==> src/pkg/uart_map_pkg.sv <==
// Purpose: constants and types of the eight-channel memory window decoder
// Assumes: 32-bit host bus, byte enables active high, 4K window
// Notes:   slice offsets are byte offsets inside one 512-byte channel slice
package uart_map_pkg;
  localparam int          CHANNELS        = 8;
  localparam int          WINDOW_BITS     = 12;
  localparam int          SLICE_BITS      = 9;
  localparam int          QUEUE_BYTES     = 64;
  localparam logic [8:0]  REG_FIRST       = 9'h000;
  localparam logic [8:0]  REG_LAST        = 9'h00f;
  localparam logic [8:0]  CFG_FIRST       = 9'h080;
  localparam logic [8:0]  CFG_LAST        = 9'h093;
  localparam logic [8:0]  QUEUE_FIRST     = 9'h100;
  localparam logic [8:0]  QUEUE_LAST      = 9'h13f;
  localparam logic [8:0]  ERRQ_FIRST      = 9'h180;
  localparam logic [8:0]  ERRQ_LAST       = 9'h1ff;
  localparam logic [2:0]  CFG_CHANNEL     = 3'h0;
  localparam logic [3:0]  BE_LOW_HALF     = 4'h3;
  localparam logic [3:0]  BE_HIGH_HALF    = 4'hc;
  localparam logic [3:0]  BE_FULL         = 4'hf;
  localparam logic [31:0] RDATA_RESET     = 32'h0000_0000;

  typedef enum logic [2:0]
  {
    KIND_NONE  = 3'h0,
    KIND_REG   = 3'h1,
    KIND_CFG   = 3'h2,
    KIND_RXQ   = 3'h3,
    KIND_TXQ   = 3'h4,
    KIND_RXERR = 3'h5
  } access_kind_t;

  typedef enum logic [1:0]
  {
    ST_IDLE   = 2'b00,
    ST_ISSUE  = 2'b01,
    ST_ANSWER = 2'b11
  } cycle_state_t;
endpackage : uart_map_pkg

==> src/pkg/lane_info_if.sv <==
// Purpose: byte-enable summary passed from the lane analyser to the decoder
// Assumes: one 32-bit data path, four byte lanes
// Notes:   analyser drives, decoder reads
`timescale 1ns/1ps
interface lane_info_if;
  logic [3:0] be;
  logic [2:0] count;
  logic [1:0] first;
  logic       contig;

  modport analyser
  (
    input  be,
    output count,
    output first,
    output contig
  );
  modport user
  (
    output be,
    input  count,
    input  first,
    input  contig
  );
endinterface : lane_info_if

==> src/design/lane_analyser.sv <==
// Purpose: counts enabled byte lanes, finds the lowest, checks they are adjacent
// Assumes: byte enables active high
// Notes:   an empty enable set counts as not contiguous
`timescale 1ns/1ps
module lane_analyser
(
  lane_info_if.analyser lanes
);
  always_comb
  begin
    lanes.count  = 3'(lanes.be[0]) + 3'(lanes.be[1]) + 3'(lanes.be[2]) + 3'(lanes.be[3]);
    lanes.first  = lanes.be[0] ? 2'd0 : lanes.be[1] ? 2'd1 : lanes.be[2] ? 2'd2 : 2'd3;
    case (lanes.be)
      4'h1, 4'h2, 4'h4, 4'h8, 4'h3, 4'h6, 4'hc, 4'h7, 4'he, 4'hf: lanes.contig = 1'b1;
      default:                                                     lanes.contig = 1'b0;
    endcase
  end
endmodule : lane_analyser

==> src/design/uart_window_decoder.sv <==
// Purpose: decodes the 4K memory window of an eight-channel serial device
// Assumes: single request outstanding; queues and registers live outside
// Notes:   request taken in idle, target cycle next, answer one cycle later
// Notes on behaviour
// - slice offsets 0x000-0x00F reach channel registers
// - reads at 0x100-0x13F pop receive queue bytes
// - writes at 0x100-0x13F push transmit queue bytes
// - error window read-only, 16 or 32 bits
// - error window pairs data with line status
// - eight slices repeat at 0x200 stride
// - device configuration only in channel zero slice
// - queue pointers advance by bytes transferred, by half that in the error window
// - 4K window placed by programmed base address
`timescale 1ns/1ps
module uart_window_decoder
  import uart_map_pkg::*;
(
  input  wire logic        sys_clk_in,
  input  wire logic        rst_n_in,
  input  wire logic [19:0] base_addr_in,
  input  wire logic        mem_enable_in,
  input  wire logic        req_valid_in,
  output logic             req_ready_out,
  output logic             req_hit_out,
  input  wire logic        req_write_in,
  input  wire logic [31:2] req_addr_in,
  input  wire logic [3:0]  req_be_in,
  input  wire logic [31:0] req_wdata_in,
  output logic             resp_valid_out,
  output logic [31:0]      resp_rdata_out,
  output logic             resp_misuse_out,
  output logic             tgt_valid_out,
  output logic [2:0]       tgt_kind_out,
  output logic [2:0]       tgt_chan_out,
  output logic [8:0]       tgt_offset_out,
  output logic             tgt_write_out,
  output logic [3:0]       tgt_be_out,
  output logic [31:0]      tgt_wdata_out,
  input  wire logic [31:0] tgt_rdata_in,
  output logic [7:0]       rx_pop_out,
  output logic [2:0]       rx_pop_count_out,
  input  wire logic [31:0] rx_bytes_in,
  input  wire logic [31:0] line_status_value_in,
  output logic [7:0]       tx_push_out,
  output logic [2:0]       tx_push_count_out,
  output logic [31:0]      tx_bytes_out
);
  // refuse a package whose slices do not tile the window
  if (CHANNELS * (1 << SLICE_BITS) != (1 << WINDOW_BITS))
  begin : g_bad_window
    $error("channel slices do not fill the window");
  end

  ////////////////////////////////////////////////////////////////////////////
  // lane analysis
  lane_info_if lanes ();
  lane_analyser u_lanes
  (
    .lanes (lanes)
  );
  assign lanes.be = req_be_in;

  ////////////////////////////////////////////////////////////////////////////
  // address decode
  logic [8:0]   slice_off;
  logic [2:0]   chan;
  logic         hit;
  logic         legal;
  access_kind_t kind;

  assign slice_off = {req_addr_in[8:2], 2'b00} + 9'(lanes.first);
  assign chan      = req_addr_in[11:9];
  assign hit       = mem_enable_in && (req_addr_in[31:WINDOW_BITS] == base_addr_in);

  always_comb
  begin
    kind  = KIND_NONE;
    legal = lanes.contig;
    if (slice_off >= REG_FIRST && slice_off <= REG_LAST)
      kind = KIND_REG;
    else if (chan == CFG_CHANNEL && slice_off >= CFG_FIRST && slice_off <= CFG_LAST)
      kind = KIND_CFG;
    else if (slice_off >= QUEUE_FIRST && slice_off <= QUEUE_LAST)
      kind = req_write_in ? KIND_TXQ : KIND_RXQ;
    else if (slice_off >= ERRQ_FIRST && slice_off <= ERRQ_LAST)
    begin
      kind  = KIND_RXERR;
      legal = !req_write_in &&
              (req_be_in == BE_LOW_HALF || req_be_in == BE_HIGH_HALF || req_be_in == BE_FULL);
    end
    if (!legal)
      kind = KIND_NONE;
  end

  ////////////////////////////////////////////////////////////////////////////
  // cycle control
  cycle_state_t state_reg;
  cycle_state_t state_next;
  logic         take;

  assign req_ready_out = (state_reg == ST_IDLE);
  assign req_hit_out   = req_ready_out && hit;
  assign take          = req_valid_in && req_ready_out && hit;

  always_comb
  begin
    case (state_reg)
      ST_IDLE:   state_next = take ? ST_ISSUE : ST_IDLE;
      ST_ISSUE:  state_next = ST_ANSWER;
      ST_ANSWER: state_next = ST_IDLE;
      default:   state_next = ST_IDLE;
    endcase
  end

  always_ff @(posedge sys_clk_in)
  begin
    if (!rst_n_in)
      state_reg <= ST_IDLE;
    else
      state_reg <= state_next;
  end

  ////////////////////////////////////////////////////////////////////////////
  // captured request
  access_kind_t kind_reg,   kind_next;
  logic [2:0]   chan_reg,   chan_next;
  logic [8:0]   off_reg,    off_next;
  logic         write_reg,  write_next;
  logic [3:0]   be_reg,     be_next;
  logic [31:0]  wdata_reg,  wdata_next;
  logic [1:0]   first_reg,  first_next;
  logic [2:0]   count_reg,  count_next;
  logic         misuse_reg, misuse_next;

  always_comb
  begin
    kind_next   = kind_reg;
    chan_next   = chan_reg;
    off_next    = off_reg;
    write_next  = write_reg;
    be_next     = be_reg;
    wdata_next  = wdata_reg;
    first_next  = first_reg;
    count_next  = count_reg;
    misuse_next = misuse_reg;
    if (take)
    begin
      kind_next   = kind;
      chan_next   = chan;
      off_next    = {req_addr_in[8:2], 2'b00};
      write_next  = req_write_in;
      be_next     = req_be_in;
      wdata_next  = req_wdata_in;
      first_next  = lanes.first;
      count_next  = lanes.count;
      misuse_next = (kind == KIND_NONE);
    end
  end

  always_ff @(posedge sys_clk_in)
  begin
    if (!rst_n_in)
    begin
      kind_reg   <= KIND_NONE;
      chan_reg   <= 3'h0;
      off_reg    <= 9'h000;
      write_reg  <= 1'b0;
      be_reg     <= 4'h0;
      wdata_reg  <= RDATA_RESET;
      first_reg  <= 2'd0;
      count_reg  <= 3'd0;
      misuse_reg <= 1'b0;
    end
    else
    begin
      kind_reg   <= kind_next;
      chan_reg   <= chan_next;
      off_reg    <= off_next;
      write_reg  <= write_next;
      be_reg     <= be_next;
      wdata_reg  <= wdata_next;
      first_reg  <= first_next;
      count_reg  <= count_next;
      misuse_reg <= misuse_next;
    end
  end

  ////////////////////////////////////////////////////////////////////////////
  // target strobes
  logic issue;
  logic is_rx;
  logic [7:0] chan_onehot;

  assign issue       = (state_reg == ST_ISSUE);
  assign is_rx       = (kind_reg == KIND_RXQ) || (kind_reg == KIND_RXERR);
  assign chan_onehot = 8'h01 << chan_reg;

  assign tgt_valid_out     = issue && (kind_reg == KIND_REG || kind_reg == KIND_CFG);
  assign tgt_kind_out      = kind_reg;
  assign tgt_chan_out      = chan_reg;
  assign tgt_offset_out    = off_reg;
  assign tgt_write_out     = write_reg;
  assign tgt_be_out        = be_reg;
  assign tgt_wdata_out     = wdata_reg;
  assign rx_pop_out        = (issue && is_rx) ? chan_onehot : 8'h00;
  assign rx_pop_count_out  = (kind_reg == KIND_RXERR) ? (count_reg >> 1) : count_reg;
  assign tx_push_out       = (issue && kind_reg == KIND_TXQ) ? chan_onehot : 8'h00;
  assign tx_push_count_out = count_reg;
  assign tx_bytes_out      = wdata_reg >> {first_reg, 3'b000};

  ////////////////////////////////////////////////////////////////////////////
  // read data assembly, one lane per loop pass
  logic [31:0] lane_data;
  logic [31:0] rdata_reg;
  logic [31:0] rdata_next;

  genvar lane;
  generate
    for (lane = 0; lane < 4; lane++)
    begin : g_lane
      logic [1:0] qidx;
      logic [1:0] pidx;
      assign qidx = 2'(lane) - first_reg;
      assign pidx = 2'(lane / 2) - {1'b0, first_reg[1]};
      always_comb
      begin
        case (kind_reg)
          KIND_REG, KIND_CFG: lane_data[lane*8 +: 8] = tgt_rdata_in[lane*8 +: 8];
          KIND_RXQ:           lane_data[lane*8 +: 8] = rx_bytes_in[qidx*8 +: 8];
          KIND_RXERR:         lane_data[lane*8 +: 8] = (lane % 2 == 0) ? rx_bytes_in[pidx*8 +: 8]
                                                                       : line_status_value_in[pidx*8 +: 8];
          default:            lane_data[lane*8 +: 8] = 8'h00;
        endcase
        if (!be_reg[lane] || write_reg)
          lane_data[lane*8 +: 8] = 8'h00;
      end
    end
  endgenerate

  always_comb
  begin
    rdata_next = issue ? lane_data : rdata_reg;
  end

  always_ff @(posedge sys_clk_in)
  begin
    if (!rst_n_in)
      rdata_reg <= RDATA_RESET;
    else
      rdata_reg <= rdata_next;
  end

  assign resp_valid_out  = (state_reg == ST_ANSWER);
  assign resp_rdata_out  = rdata_reg;
  assign resp_misuse_out = resp_valid_out && misuse_reg;
endmodule : uart_window_decoder

==> config.mk <==
export PLATFORM = sky130hd
export DESIGN_NAME = uart_window_decoder
export DESIGN_NICKNAME = d
export VERILOG_FILES = /design/src/pkg/uart_map_pkg.sv /design/src/pkg/lane_info_if.sv /design/src/design/lane_analyser.sv /design/src/design/uart_window_decoder.sv
export SDC_FILE = /design/constraint.sdc
export NUM_CORES = 1
export LEC_CHECK = 0
export ABC_AREA = 1
export BUFFER_PORTS_ARGS = -buffer_cell sky130_fd_sc_hd__buf_2
export CORE_AREA = 2 2 127 129
export DETAILED_ROUTE_END_ITERATION = 8
export DIE_AREA = 0 0 129 131
export HOLD_SLACK_MARGIN = 0.08
export PLACE_DENSITY = 0.8
export SETUP_SLACK_MARGIN = 0.02
export SLEW_MARGIN = 10
export SYNTH_ARGS = -nofsm -noshare
export SYNTH_HDL_FRONTEND = slang
export SYNTH_SLANG_ARGS = --single-unit
==> constraint.sdc <==
create_clock -name sys_clk_in -period 1.8 [get_ports sys_clk_in]
set_input_delay 0 -clock sys_clk_in [delete_from_list [all_inputs] [get_ports sys_clk_in]]
set_output_delay 0 -clock sys_clk_in [all_outputs]
set_load 0.03 [all_outputs]
==> impl_metrics.json <==
{
  "num-nets-final": 1638,
  "grt_pass1_vias": 7903,
  "io_buffer_count": 319,
  "synth-compound-area-share": 0.122,
  "drt_iter0_markers": 686,
  "rsz0062_at_grt": "yes",
  "synth.distinct_cells": 38,
  "grt_max_degree": 57,
  "relSlewSlack": 0.293,
  "place_congestion": 0.976,
  "hold_ws_ns": 0.0817,
  "finalInstanceArea_mm2": 0.00943,
  "h-tree-depth": 3,
  "fillers": 1469,
  "slew_viol_final": 0,
  "drc": 0,
  "area_delta_synth_final_pct": 55.3,
  "worst_pin_slew_ns": 1.05,
  "routed-via-count": 8604,
  "netlist_area_mm2": 0.00607,
  "p_leak_nw": 4.71,
  "first_pass_iters": 5,
  "clock_latency_ns": 0.35,
  "synth_edf_count": 0,
  "start_util": 0.389,
  "synthAdderAreaFrac": 0.0115,
  "max_freq_mhz": 570,
  "power_frac_comb": 0.145,
  "netSwitchingPower_w": 0.00121,
  "cp-start-kind": "register",
  "tns_ns": 0,
  "die_y_um": 131,
  "multiInputGateArea_mm2": 0.00376,
  "setup_violations": 0,
  "cts_root_buf": "clkbuf_16",
  "hold_path_class": "primary input to register",
  "synthMuxAreaShare": 0.0115,
  "ys_seq_area_frac": 0.297,
  "core_mm2": 0.0156,
  "grt_overflow": 0,
  "netlist.area_leader.share": 0.297,
  "ir_drop_uv": 394,
  "cts_tree": "done",
  "cts.path.max_buffers": 2,
  "status": "finished, final reports clean",
  "num_io_pins": 330,
  "track_usage": 0.292,
  "dieArea_mm2": 0.0169,
  "cp.required_ns": 1.80,
  "antenna_found_initial": 1,
  "die_w_um": 129,
  "crit_type": "register to output port",
  "p_clk_frac": 0.438,
  "period_needed_ns": 1.75,
  "hpwl_mm": 18.6,
  "endpoint_kind": "output port",
  "crit_arrival_ns": 1.75,
  "path_clk_slew_ns": 0.07,
  "synth_simple_gate_area_frac": 0.460,
  "intPower_w": 0.00355,
  "drive_gt1_frac": 0.282,
  "ys_seq_elements": 90,
  "hold_violations": 0,
  "worstPathMaxFanout": 17,
  "postSynth.asyncResetShare": 0,
  "seq_power_share": 0.417,
  "row_count": 46,
  "placed_cell_area_mm2": 0.00803,
  "cap_violations": 0,
  "ys_warn_count": 0,
  "synth_top_area_cell": "dfxtp_1",
  "synthFlopType": "dfxtp_1",
  "numCtsBuffers": 9,
  "wl_per_cell_um": 15.7,
  "sw_frac_of_total": 0.254,
  "ant_nets": 0,
  "synth_cells": 1038,
  "numClockSinks": 90,
  "grt_pass1_wl_mm": 39.4,
  "regArea_mm2": 0.00181,
  "synth_area_per_cell_um2": 5.85,
  "power_density_mw_per_mm2": 505,
  "finClkSkew_ns": 0.00911,
  "routed_wl_mm": 26.2,
  "ys_top_cells_by_area": "dfxtp_1 (30%), nand2_1 (21%), nor2_1 (11%)",
  "synth_top_family_by_area": "simple AND/OR/NAND/NOR gates",
  "viasPerCell": 5.16,
  "synth_xor_area_frac": 0.00433,
  "period_share": 0.975
}
## placed cells by master, fill, tap and decap left out, drive strengths merged
master,instances
and2,1
nor4,3
ha,4
mux2i,7
o221ai,16
o2111ai,4
inv,87
dfxtp,90
and3,1
nand3b,6
conb,2
dlygate4sd3,91
a21oi,39
nand3,103
o211ai,1
diode,1
nor3b,4
bufinv,1
nand2,341
nor3,2
buf,352
clkinv,2
nand4,18
nor2,177
xnor2,3
clkbuf,14
clkinvlp,5
fa,1
o21ai,72
or2,4
## worst max-delay path, cell delays in order, from the launching register on
cell	delay [ns]
dfxtp_2	0.39
inv_2	0.15
buf_12	0.17
nand2_1	0.09
buf_4	0.18
nor2_1	0.20
buf_4	0.21
## synth_stat cells (7+ instances only)
| master | n |
|---|---|
| nand4_1 | 18 |
| clkbuf_1 | 26 |
| dfxtp_1 | 90 |
| buf_2 | 15 |
| nand2_1 | 334 |
| inv_1 | 82 |
| o221ai_1 | 16 |
| mux2i_1 | 7 |
| nor2_1 | 174 |
| nand3_1 | 101 |
| inv_2 | 7 |
| a21oi_1 | 39 |
| o21ai_0 | 71 |
## metrics by stage
stage                     utilization  total power, W  setup WS, ns  cells
after floorplan                     -         0.00226       -0.0536   1039
after global placement          0.515         0.00255        0.0637   1555
after detailed placement        0.515         0.00255        0.0464   1555
after CTS                       0.596         0.00478        0.0130   1662
after global routing            0.605         0.00493       -0.0212   1668
final                           0.605         0.00476        0.0457   1668
## kinds of logic (layout without fill, tap and decap cells)
logic type | after synthesis | count (layout)
multiplexers | 7 | 7
AND/OR/NAND/NOR | 660 | 660
buffers and inverters | 140 | 552
adder cells (fa/ha/maj) | 5 | 5
XOR/XNOR | 3 | 3
AO/OA/AOI/OAI | 132 | 132
flip-flops | 90 | 90
other | 1 | 3
## cell type report
type / instances / area share
Multi-Input combinational cell: 809 / 0.399
Clock inverter: 4 / 0.00610
Antenna cell: 1 / 0.000265
Inverter: 91 / 0.0383
Timing Repair Buffer: 445 / 0.308
Tap cell: 216 / 0.0287
Clock buffer: 12 / 0.0283
Sequential cell: 90 / 0.191
## timing repair
item | in CTS | in global routing
hold buffers | 91 | 0
gates cloned | 0 | 2
pin swaps | 0 | 3
buffers inserted | 0 | 3
gates resized for setup | 10 | 20
endpoints found under the hold margin | 79 | 0
setup endpoints to repair | 24 | 99
## worst paths after layout
kind / startpoint / end / slack, ns / cells past startpoint
setup / recovery: first_reg[1]$_SDFFE_PN0N_ / tx_bytes_out[29] / 0.05 / 6
setup reg to reg: state_reg[1]$_SDFF_PN0_ / tgt_offset_out[5]$_SDFFE_PN0N_ / 0.10 / 8
hold / removal: line_status_value_in[31] / resp_rdata_out[15]$_SDFFE_PN0P_ / 0.08 / 5
hold reg to reg: resp_rdata_out[28]$_SDFFE_PN0P_ / resp_rdata_out[28]$_SDFFE_PN0P_ / 0.46 / 2
## power groups by stage
stage | Combinational, W | Sequential (W) | Clock (W)
floorplan | 0.000224 | 0.00204 | 0
global placement | 0.000512 | 0.00204 | 0
detailed placement | 0.000518 | 0.00204 | 0
CTS | 0.000672 | 0.00199 | 0.00212
global route | 0.000755 | 0.00199 | 0.00219
finish | 0.000689 | 0.00199 | 0.00209
## per-layer routing
| metal | vias to the layer above | track usage | routed length, um |
|---|---|---|---|
| li1 | 4153 | - | - |
| met1 | 3844 | 0.357 | 10300 |
| met2 | 543 | 0.509 | 12700 |
| met3 | 64 | 0.0525 | 2350 |
| met4 | 0 | 0.118 | 818 |
| met5 | - | 0 | 0 |
Note: power is estimated with default switching activity, not from simulation.
